==> config.mk <==
export PLATFORM = sky130hd
export DESIGN_NAME = pmbus_status_config_command_bank
export DESIGN_NICKNAME = d
export VERILOG_FILES = /design/src/rtl/pmbus_bank_pkg.sv /design/src/rtl/pmbus_status_config_command_bank.sv
export VERILOG_INCLUDE_DIRS = /design/src /design/src/rtl
export SDC_FILE = /design/constraint.sdc
export NUM_CORES = 2
export LEC_CHECK = 0
export BUFFER_PORTS_ARGS = -buffer_cell sky130_fd_sc_hd__buf_2
export CAP_MARGIN = 20
export CORE_ASPECT_RATIO = 1.2
export CORE_UTILIZATION = 35
export CTS_BUF_LIST = sky130_fd_sc_hd__clkbuf_16
export DETAILED_ROUTE_END_ITERATION = 10
export PLACE_DENSITY = 0.64
export SLEW_MARGIN = 20
export SYNTH_ARGS = -nofsm -noshare
export SYNTH_HDL_FRONTEND = slang
export SYNTH_SLANG_ARGS = --single-unit
==> constraint.sdc <==
create_clock -name clk_i -period 10.95 [get_ports clk_i]
set_input_delay 2.19 -clock clk_i [delete_from_list [all_inputs] [get_ports clk_i]]
set_output_delay 2.19 -clock clk_i [all_outputs]
set_load 0.1 [all_outputs]
==> src/rtl/pmbus_bank_defs.svh <==
`ifndef PMBUS_BANK_DEFS_SVH
`define PMBUS_BANK_DEFS_SVH

`define NUM_CHANNELS 8
`define NVM_ADDR_W 8
`define GLOBAL_PAGE 8'hFF

`define CMD_COMM_MEM_STATUS 8'h7E
`define CMD_VENDOR_STATUS 8'h80
`define CMD_INPUT_VOLTAGE 8'h88
`define CMD_OUTPUT_VOLTAGE 8'h8B
`define CMD_DIE_TEMPERATURE 8'h8D
`define CMD_PROTOCOL_REV 8'h98
`define CMD_USER_TOOL_A 8'hB0
`define CMD_USER_TOOL_B 8'hB1
`define CMD_USER_OEM 8'hB2
`define CMD_SCRATCH_PAGED 8'hB3
`define CMD_SCRATCH_GLOBAL 8'hB4
`define CMD_VENDOR_RES_A 8'hB5
`define CMD_VENDOR_INFO 8'hB6
`define CMD_EXTRA_STATUS 8'hB7
`define CMD_VENDOR_RES_B 8'hBC
`define CMD_NVM_UNLOCK 8'hBD
`define CMD_NVM_ERASE 8'hBE
`define CMD_NVM_DATA 8'hBF
`define CMD_ALT_COMMAND 8'hC0
`define CMD_ALT_HOST0 8'hC1
`define CMD_ALT_HOST1 8'hC2
`define CMD_TELEMETRY 8'hCF
`define CMD_CHANNEL_CONFIG 8'hD0
`define CMD_GLOBAL_CONFIG 8'hD1
`define CMD_FAULT_EVEN_PROP 8'hD2
`define CMD_FAULT_ODD_PROP 8'hD3
`define CMD_POWER_GOOD_MAP 8'hD4
`define CMD_GLOBAL_PAGE_MASK 8'hE4

`define PROTOCOL_REV_VALUE 8'h11
`define NVM_UNLOCK_KEY 8'hA5
`define RST_CHANNEL_CONFIG 16'h0080
`define RST_GLOBAL_CONFIG 16'h1C7B
`define RST_FAULT_PROP 8'h00
`define RST_POWER_GOOD_MAP 16'h0000
`define RST_SCRATCH 16'h0000
`define RST_PAGE_MASK 8'hFF

`define CML_BAD_CMD_BIT 7
`define CML_BAD_DATA_BIT 6
`define CML_MEM_FAULT_BIT 4
`define CML_COMM_FAULT_BIT 1
`define PG_MAP_WATCHDOG_BIT 8

`endif

==> src/rtl/pmbus_bank_pkg.sv <==
package pmbus_bank_pkg;
  `include "pmbus_bank_defs.svh"

  typedef struct packed {
    logic rd;
    logic wr;
    logic [7:0] cmd;
    logic [15:0] data;
    logic [4:0] blk_idx;
  } bus_req_t;

  typedef struct packed {
    logic valid;
    logic [15:0] data;
  } bus_rsp_t;

  typedef struct packed {
    logic [15:0] user_tool_b;
    logic [15:0] scratch;
    logic [15:0] res_a;
    logic [15:0] res_b;
    logic [15:0] cfg;
    logic [7:0] prop_even;
    logic [7:0] prop_odd;
  } chan_regs_t;

  typedef struct packed {
    chan_regs_t [`NUM_CHANNELS-1:0] ch;
    logic [15:0] user_tool_a;
    logic [15:0] user_oem;
    logic [15:0] scratch_global;
    logic [15:0] alt_cmd;
    logic [15:0] alt_data0;
    logic [15:0] alt_data1;
    logic [15:0] global_cfg;
    logic [15:0] pg_map;
    logic [7:0] unlock;
    logic [7:0] erase;
    logic [7:0] page_mask;
    logic nvm_open;
    logic [`NVM_ADDR_W-1:0] nvm_addr;
    logic [15:0] nvm_wdata;
    logic nvm_wr;
    logic nvm_rd;
    logic nvm_erase;
    logic bad_cmd;
    logic bad_data;
    bus_rsp_t rsp;
    logic [3:0] fault_drive;
    logic power_good;
  } bank_state_t;
endpackage

==> src/rtl/pmbus_status_config_command_bank.sv <==
// Function
// - Non-paged comm and memory status byte
// - Paged vendor fault and state byte
// - Input-sense voltage word, linear11 format
// - Paged output voltage word, linear16 format
// - Junction temperature word, linear11 format
// - Protocol revision reads fixed 0x11
// - Paged extra vendor status word
// - Unlock byte gates erase and data
// - Erase byte prepares nonvolatile memory
// - Data word steps through memory sequentially
// - Shared alternate-access command word
// - Alternate data words for hosts 0, 1
// - Block read returns all channel telemetry
// - Paged channel config word, default 0x0080
// - Global config word, default 0x1C7B
// - Even propagate byte drives pins a, c
// - Odd propagate byte drives pins b, d
// - Power-good map selects combined pin sources
// - Global page writes honour page mask byte; global reads use channel 0
`timescale 1ns/1ps
`include "pmbus_bank_defs.svh"
module pmbus_status_config_command_bank
  import pmbus_bank_pkg::*;
(
  input wire logic clk_i,
  input wire logic reset_i,
  input wire bus_req_t req_i,
  output bus_rsp_t rsp_o,
  input wire logic [7:0] page_i,
  input wire logic clear_faults_i,
  input wire logic mem_fault_i,
  input wire logic comm_fault_i,
  input wire logic [`NUM_CHANNELS-1:0][7:0] vendor_status_i,
  input wire logic [`NUM_CHANNELS-1:0][15:0] extra_status_i,
  input wire logic [`NUM_CHANNELS-1:0][15:0] output_voltage_i,
  input wire logic [15:0] input_voltage_i,
  input wire logic [15:0] die_temperature_i,
  input wire logic [15:0] vendor_info_i,
  input wire logic [`NUM_CHANNELS-1:0] faulted_off_i,
  input wire logic [`NUM_CHANNELS-1:0] channel_good_i,
  input wire logic watchdog_ok_i,
  input wire logic [15:0] nvm_rdata_i,
  output logic [`NVM_ADDR_W-1:0] nvm_addr_o,
  output logic [15:0] nvm_wdata_o,
  output logic nvm_wr_o,
  output logic nvm_rd_o,
  output logic nvm_erase_o,
  output logic [15:0] alt_cmd_o,
  output logic [15:0] channel_config_o,
  output logic [15:0] global_config_o,
  output logic [3:0] shared_fault_pin_o,
  output logic [3:0] shared_fault_pin_oe_n_o,
  output logic power_good_output_o
);

  localparam int NCH = `NUM_CHANNELS;
  localparam int HALF = NCH / 2;

  bank_state_t state_ff;
  bank_state_t nxt_state;

  logic page_is_global;
  logic page_valid;
  logic [2:0] sel_ch;
  logic [NCH-1:0] write_hit;
  logic [NCH-1:0] even_a_term;
  logic [NCH-1:0] even_c_term;
  logic [NCH-1:0] odd_b_term;
  logic [NCH-1:0] odd_d_term;
  logic [NCH-1:0] pg_term;
  logic [3:0] fault_drive;
  logic pg_level;

  assign page_is_global = (page_i == `GLOBAL_PAGE);
  assign page_valid = page_is_global || (page_i < 8'(NCH));
  // Reads under the global page come from channel 0
  assign sel_ch = page_is_global ? 3'h0 : page_i[2:0];

  genvar gi;
  generate
    for (gi = 0; gi < NCH; gi++) begin : g_ch
      // Global page writes reach only masked-in channels
      assign write_hit[gi] = page_is_global ? state_ff.page_mask[gi] :
        (page_valid && (sel_ch == 3'(gi)));
      if (gi < HALF) begin : g_lo
        assign even_a_term[gi] = faulted_off_i[gi] && state_ff.ch[gi].prop_even[0];
        assign even_c_term[gi] = 1'b0;
        assign odd_b_term[gi] = faulted_off_i[gi] && state_ff.ch[gi].prop_odd[0];
        assign odd_d_term[gi] = 1'b0;
      end else begin : g_hi
        assign even_a_term[gi] = 1'b0;
        assign even_c_term[gi] = faulted_off_i[gi] && state_ff.ch[gi].prop_even[0];
        assign odd_b_term[gi] = 1'b0;
        assign odd_d_term[gi] = faulted_off_i[gi] && state_ff.ch[gi].prop_odd[0];
      end
      // Unselected channels never hold power good low
      assign pg_term[gi] = !state_ff.pg_map[gi] || channel_good_i[gi];
    end
  endgenerate

  assign fault_drive = {|odd_d_term, |even_c_term, |odd_b_term, |even_a_term};
  assign pg_level = (&pg_term) &&
    (!state_ff.pg_map[`PG_MAP_WATCHDOG_BIT] || watchdog_ok_i);

  function automatic logic [7:0] telemetry_byte(input logic [4:0] idx,
                                                input logic [NCH-1:0][15:0] vout);
    logic [4:0] pos;
    logic [3:0] ch;
    pos = 5'h00;
    ch = 4'h0;
    telemetry_byte = 8'h00;
    if (idx == 5'h00) begin
      // First byte is the block byte count
      telemetry_byte = 8'(2 * NCH);
    end else if (idx <= 5'(2 * NCH)) begin
      pos = idx - 5'h01;
      ch = pos[4:1];
      telemetry_byte = pos[0] ? vout[ch[2:0]][15:8] : vout[ch[2:0]][7:0];
    end
  endfunction

  always_comb begin
    logic [15:0] rd_val;
    logic known;
    logic read_only;
    logic paged;
    logic [7:0] wbyte;
    rd_val = 16'h0000;
    known = 1'b1;
    read_only = 1'b0;
    paged = 1'b0;
    wbyte = req_i.data[7:0];
    nxt_state = state_ff;
    nxt_state.rsp.valid = 1'b0;
    nxt_state.nvm_wr = 1'b0;
    nxt_state.nvm_rd = 1'b0;
    nxt_state.nvm_erase = 1'b0;
    nxt_state.fault_drive = fault_drive;
    nxt_state.power_good = pg_level;
    if (clear_faults_i) begin
      nxt_state.bad_cmd = 1'b0;
      nxt_state.bad_data = 1'b0;
    end

    if (req_i.cmd == `CMD_COMM_MEM_STATUS) begin
      read_only = 1'b1;
      rd_val[`CML_BAD_CMD_BIT] = state_ff.bad_cmd;
      rd_val[`CML_BAD_DATA_BIT] = state_ff.bad_data;
      rd_val[`CML_MEM_FAULT_BIT] = mem_fault_i;
      rd_val[`CML_COMM_FAULT_BIT] = comm_fault_i;
    end else if (req_i.cmd == `CMD_VENDOR_STATUS) begin
      read_only = 1'b1;
      paged = 1'b1;
      rd_val = {8'h00, vendor_status_i[sel_ch]};
    end else if (req_i.cmd == `CMD_INPUT_VOLTAGE) begin
      read_only = 1'b1;
      rd_val = input_voltage_i;
    end else if (req_i.cmd == `CMD_OUTPUT_VOLTAGE) begin
      read_only = 1'b1;
      paged = 1'b1;
      rd_val = output_voltage_i[sel_ch];
    end else if (req_i.cmd == `CMD_DIE_TEMPERATURE) begin
      read_only = 1'b1;
      rd_val = die_temperature_i;
    end else if (req_i.cmd == `CMD_PROTOCOL_REV) begin
      read_only = 1'b1;
      rd_val = {8'h00, `PROTOCOL_REV_VALUE};
    end else if (req_i.cmd == `CMD_USER_TOOL_A) begin
      rd_val = state_ff.user_tool_a;
    end else if (req_i.cmd == `CMD_USER_TOOL_B) begin
      paged = 1'b1;
      rd_val = state_ff.ch[sel_ch].user_tool_b;
    end else if (req_i.cmd == `CMD_USER_OEM) begin
      rd_val = state_ff.user_oem;
    end else if (req_i.cmd == `CMD_SCRATCH_PAGED) begin
      paged = 1'b1;
      rd_val = state_ff.ch[sel_ch].scratch;
    end else if (req_i.cmd == `CMD_SCRATCH_GLOBAL) begin
      rd_val = state_ff.scratch_global;
    end else if (req_i.cmd == `CMD_VENDOR_RES_A) begin
      paged = 1'b1;
      rd_val = state_ff.ch[sel_ch].res_a;
    end else if (req_i.cmd == `CMD_VENDOR_INFO) begin
      read_only = 1'b1;
      rd_val = vendor_info_i;
    end else if (req_i.cmd == `CMD_EXTRA_STATUS) begin
      read_only = 1'b1;
      paged = 1'b1;
      rd_val = extra_status_i[sel_ch];
    end else if (req_i.cmd == `CMD_VENDOR_RES_B) begin
      paged = 1'b1;
      rd_val = state_ff.ch[sel_ch].res_b;
    end else if (req_i.cmd == `CMD_NVM_UNLOCK) begin
      rd_val = {8'h00, state_ff.unlock};
    end else if (req_i.cmd == `CMD_NVM_ERASE) begin
      rd_val = {8'h00, state_ff.erase};
    end else if (req_i.cmd == `CMD_NVM_DATA) begin
      // Memory read is combinational at the current address
      rd_val = nvm_rdata_i;
    end else if (req_i.cmd == `CMD_ALT_COMMAND) begin
      rd_val = state_ff.alt_cmd;
    end else if (req_i.cmd == `CMD_ALT_HOST0) begin
      rd_val = state_ff.alt_data0;
    end else if (req_i.cmd == `CMD_ALT_HOST1) begin
      rd_val = state_ff.alt_data1;
    end else if (req_i.cmd == `CMD_TELEMETRY) begin
      read_only = 1'b1;
      rd_val = {8'h00, telemetry_byte(req_i.blk_idx, output_voltage_i)};
    end else if (req_i.cmd == `CMD_CHANNEL_CONFIG) begin
      paged = 1'b1;
      rd_val = state_ff.ch[sel_ch].cfg;
    end else if (req_i.cmd == `CMD_GLOBAL_CONFIG) begin
      rd_val = state_ff.global_cfg;
    end else if (req_i.cmd == `CMD_FAULT_EVEN_PROP) begin
      paged = 1'b1;
      rd_val = {8'h00, state_ff.ch[sel_ch].prop_even};
    end else if (req_i.cmd == `CMD_FAULT_ODD_PROP) begin
      paged = 1'b1;
      rd_val = {8'h00, state_ff.ch[sel_ch].prop_odd};
    end else if (req_i.cmd == `CMD_POWER_GOOD_MAP) begin
      rd_val = state_ff.pg_map;
    end else if (req_i.cmd == `CMD_GLOBAL_PAGE_MASK) begin
      rd_val = {8'h00, state_ff.page_mask};
    end else begin
      known = 1'b0;
    end

    if (req_i.rd) begin
      nxt_state.rsp.valid = 1'b1;
      nxt_state.rsp.data = (known && (!paged || page_valid)) ? rd_val : 16'h0000;
      if (!known) begin
        nxt_state.bad_cmd = 1'b1;
      end else if (paged && !page_valid) begin
        nxt_state.bad_data = 1'b1;
      end else if (req_i.cmd == `CMD_NVM_DATA) begin
        if (state_ff.nvm_open) begin
          nxt_state.nvm_rd = 1'b1;
          nxt_state.nvm_addr = state_ff.nvm_addr + 1'b1;
        end else begin
          // Locked memory reads as zero
          nxt_state.rsp.data = 16'h0000;
          nxt_state.bad_data = 1'b1;
        end
      end
    end

    if (req_i.wr) begin
      if (!known || read_only) begin
        // State stays put; only the invalid flag records it
        nxt_state.bad_cmd = 1'b1;
      end else if (paged && !page_valid) begin
        nxt_state.bad_data = 1'b1;
      end else if (paged) begin
        for (int i = 0; i < NCH; i++) begin
          if (write_hit[i]) begin
            if (req_i.cmd == `CMD_USER_TOOL_B) begin
              nxt_state.ch[i].user_tool_b = req_i.data;
            end else if (req_i.cmd == `CMD_SCRATCH_PAGED) begin
              nxt_state.ch[i].scratch = req_i.data;
            end else if (req_i.cmd == `CMD_VENDOR_RES_A) begin
              nxt_state.ch[i].res_a = req_i.data;
            end else if (req_i.cmd == `CMD_VENDOR_RES_B) begin
              nxt_state.ch[i].res_b = req_i.data;
            end else if (req_i.cmd == `CMD_CHANNEL_CONFIG) begin
              nxt_state.ch[i].cfg = req_i.data;
            end else if (req_i.cmd == `CMD_FAULT_EVEN_PROP) begin
              nxt_state.ch[i].prop_even = wbyte;
            end else begin
              nxt_state.ch[i].prop_odd = wbyte;
            end
          end
        end
      end else if (req_i.cmd == `CMD_USER_TOOL_A) begin
        nxt_state.user_tool_a = req_i.data;
      end else if (req_i.cmd == `CMD_USER_OEM) begin
        nxt_state.user_oem = req_i.data;
      end else if (req_i.cmd == `CMD_SCRATCH_GLOBAL) begin
        nxt_state.scratch_global = req_i.data;
      end else if (req_i.cmd == `CMD_NVM_UNLOCK) begin
        nxt_state.unlock = wbyte;
        // Any other value locks again
        nxt_state.nvm_open = (wbyte == `NVM_UNLOCK_KEY);
      end else if (req_i.cmd == `CMD_NVM_ERASE) begin
        if (state_ff.nvm_open) begin
          nxt_state.erase = wbyte;
          nxt_state.nvm_erase = 1'b1;
          nxt_state.nvm_addr = '0;
        end else begin
          nxt_state.bad_data = 1'b1;
        end
      end else if (req_i.cmd == `CMD_NVM_DATA) begin
        if (state_ff.nvm_open) begin
          nxt_state.nvm_wr = 1'b1;
          nxt_state.nvm_wdata = req_i.data;
          nxt_state.nvm_addr = state_ff.nvm_addr + 1'b1;
        end else begin
          nxt_state.bad_data = 1'b1;
        end
      end else if (req_i.cmd == `CMD_ALT_COMMAND) begin
        nxt_state.alt_cmd = req_i.data;
      end else if (req_i.cmd == `CMD_ALT_HOST0) begin
        nxt_state.alt_data0 = req_i.data;
      end else if (req_i.cmd == `CMD_ALT_HOST1) begin
        nxt_state.alt_data1 = req_i.data;
      end else if (req_i.cmd == `CMD_GLOBAL_CONFIG) begin
        nxt_state.global_cfg = req_i.data;
      end else if (req_i.cmd == `CMD_POWER_GOOD_MAP) begin
        nxt_state.pg_map = req_i.data;
      end else begin
        nxt_state.page_mask = wbyte;
      end
    end
  end

  always_ff @(posedge clk_i) begin
    if (reset_i) begin
      state_ff <= '0;
      for (int i = 0; i < NCH; i++) begin
        state_ff.ch[i].scratch <= `RST_SCRATCH;
        state_ff.ch[i].cfg <= `RST_CHANNEL_CONFIG;
        state_ff.ch[i].prop_even <= `RST_FAULT_PROP;
        state_ff.ch[i].prop_odd <= `RST_FAULT_PROP;
      end
      state_ff.scratch_global <= `RST_SCRATCH;
      state_ff.global_cfg <= `RST_GLOBAL_CONFIG;
      state_ff.pg_map <= `RST_POWER_GOOD_MAP;
      state_ff.page_mask <= `RST_PAGE_MASK;
      // Power good stays low until the first evaluated cycle
      state_ff.power_good <= 1'b0;
    end else begin
      state_ff <= nxt_state;
    end
  end

  assign rsp_o = state_ff.rsp;
  assign nvm_addr_o = state_ff.nvm_addr;
  assign nvm_wdata_o = state_ff.nvm_wdata;
  assign nvm_wr_o = state_ff.nvm_wr;
  assign nvm_rd_o = state_ff.nvm_rd;
  assign nvm_erase_o = state_ff.nvm_erase;
  assign alt_cmd_o = state_ff.alt_cmd;
  assign channel_config_o = state_ff.ch[sel_ch].cfg;
  assign global_config_o = state_ff.global_cfg;
  // Open-drain pins only ever pull low
  assign shared_fault_pin_o = 4'h0;
  assign shared_fault_pin_oe_n_o = ~state_ff.fault_drive;
  assign power_good_output_o = state_ff.power_good;

endmodule
==> results.cfg <==
[die]
die_h_um = 408
ios = 546
dieWidth_um = 340
rows = 148
dieArea_sq_um = 139000
start_util_pct = 35.4
coreArea_sq_um = 136000

[synth]
synth_top_family_by_area = compound AO/OA/AOI/OAI gates
synth.area.mux_share_pct = 10.8
synth_compound_gate_area_share_pct = 22.5
synthCells = 6190
yosys.area_share.simple_pct = 19.3
yosysTopAreaCellShare_pct = 40.4
synth.distinct_cells = 88
synth_xor_area_share_pct = 0.146
synth_edf_count = 0
synth.avg_cell_area_sq_um = 7.77
yosysMostFrequentCell = nand2_1
synth_adder_area_share_pct = 0.0988
synth_top_cell_by_area = dfxtp_1
ys_seq_area_share_pct = 40.4
synth_seq_cells = 972
synth_flop_cell = dfxtp_1
synth_commonest_cells = nand2_1 (1138), dfxtp_1 (972), a21oi_1 (713)
yosys_warnings = 0
synth.cell_area_sq_um = 48100
synthArstFlopShare_pct = 0
synth_area_leaders = dfxtp_1 (40%), mux2i_1 (9.2%), nand2_1 (8.9%)

[timing]
drv_slew = 0
post-route-period-util_pct = 71.0
min_period_ps = 7770
fmax_ghz = 0.129
slew_headroom_pct = 8.13
finalHoldViolCount = 0
fin_hold_ws_ps = 451
rsz0062_at_grt = false
finalSetupViolCount = 0
setup-tns-final_ps = 0
clock_skew_ps = 46.6
max_slew.worst_pin.slew_ps = 1370

[final_layout]
layout.nets = 6794
layout-drive-gt1-share_pct = 15.5
nFillCells = 13900
syn_to_final_growth_pct = 14.6

[worst_setup_path]
startpoint_type = input pin
critPathMaxFanout = 45
cp-end-kind = output port
cp.required_ps = 8760
setup.worst_path.class = input pin to output port
arrival_ps = 5580
r2r_cells = 8

[clock_tree]
ctsHoldBuffers = 0
cts_buffer_depth = 3
cts_tree = yes
clock-sinks = 972
htree_levels = 3
postCtsSetupBuffers = 0
cts.clk_slew.worst_paths_ps = 60
cts_buffers = 103
root_buffer = clkbuf_16
clock_latency_ps = 750
post_cts_resize_count = 0

[place]
dpl.hpwl_mm = 165
port_buffers = 541
gp_congestion = 1.05

[grt]
grt_max_degree = 225
use_met2_pct = 49.2
grt_pass1_vias = 45900
antenna_found_initial = 43
met1_usage_pct = 41.9
top_usage_layer = met2
grt_overflow = 0
grtUsageTotal_pct = 33.0
grt_pass1_wl_mm = 336
grtUsageMet3_pct = 9.61

[drt]
drt_iter0_markers = 7309
routedWlPerCell_um = 29.2
drtPass1Iterations = 9
routed_wl_mm = 241
via_count = 50700
vias_per_cell = 6.15
drc = 0
ant_nets = 0

[run]
maxCapViolCount = 0

[worst_hold_path]
hold_depth = 2
min_path_type = flop to flop

[power_and_ir_drop]
powerDensity_nw_per_um2 = 145
ir_worst_vdd_mv = 0.130
p_leak_uw = 0.0196

[status]
outcome = finished, final reports clean
==> cell usage in the layout, fill, tap and decap left out, drive strengths merged, types with 14 or more instances in the layout <==
cell        n
a21oi     713
and3       17
o221ai    129
nor2      715
diode      19
o211ai     33
nor3       71
a31oi      36
a221oi     76
clkinv     41
dfxtp     972
mux4       26
a211oi     47
o2111ai    14
o21a       17
or2        20
a221o      23
nor2b      26
nand3     132
buf       701
nand4      18
mux2       20
a22oi      34
inv       107
o21ai     311
nand2b     23
a21o       15
mux2i     440
nand2    1138
clkbuf    105
o22ai     195
==> logic make-up (layout without fill, tap and decap cells) <==
group                    Yosys count  in the layout
AO/OA/AOI/OAI                   1757           1757
XOR/XNOR                           8              8
adder cells (fa/ha/maj)            4              4
buffers and inverters            732            973
flip-flops                       972            972
multiplexers                     486            486
other                              1             23
AND/OR/NAND/NOR                 2230           2230
==> metal layers <==
layer	vias up	part of all wire, %
met5	-	0.099
met4	30	6.5
met3	701	12
met2	3486	43
met1	24400	38
li1	22100	-
==> power by group <==
group | internal, uW | switching, uW | total (uW)
clock network | 2030 | 1580 | 3610
logic | 218 | 625 | 843
registers | 3540 | 1.76 | 3540
total | 5790 | 2200 | 7990
==> metrics by stage <==
stage | area, sq um | utilization, % | setup slack (ps) | instances | total power [uW]
after floorplan | 48100 | - | 3040 | 6193 | 4050
after global placement | 51700 | 38.0 | 3400 | 8041 | 4430
after detailed placement | 51700 | 38.0 | 3310 | 8041 | 4430
after CTS | 55100 | 40.5 | 3290 | 8234 | 7970
after global routing | 55100 | 40.5 | 3190 | 8247 | 8160
final | 55100 | 40.5 | 3180 | 8253 | 7990
==> sequential cells by signal, indices dropped and copies added, names as in the netlist <==
signal,cells
alt_cmd_o,16
nvm_erase_o,1
nvm_rd_o,1
rsp_o,17
global_config_o,16
state_ff,895
power_good_output_o,1
nvm_addr_o,8
nvm_wr_o,1
nvm_wdata_o,16
==> area by class of cell <==
class	count	area (sq um)	area share, %
clock inverter	88	785	1.42
multi-input combinational	4489	25700	46.6
antenna	19	47.5	0.0862
inverter	79	297	0.538
clock buffer	105	2630	4.76
sequential	972	19500	35.3
tap	1800	2250	4.08
timing repair buffer	701	4010	7.27
==> worst max-delay path: stages <==
cell	delay [ps]
buf_6	180
buf_4	370
buf_4	620
nand2_1	310
nor2_1	550
o21ai_0	190
a21oi_1	600
buf_2	550
==> path summary, 6_finish.rpt <==
| path | startpoint | endpoint | slack, ps |
|---|---|---|---|
| min reg2reg | state_ff[316] | state_ff[316] | 450 |
| max reg2reg | state_ff[785] | rsp_o[5] | 7340 |
| max | page_i[1] | channel_config_o[6] | 3180 |
| min | state_ff[316] | state_ff[316] | 450 |
Note: power is estimated with default switching activity, not from simulation.
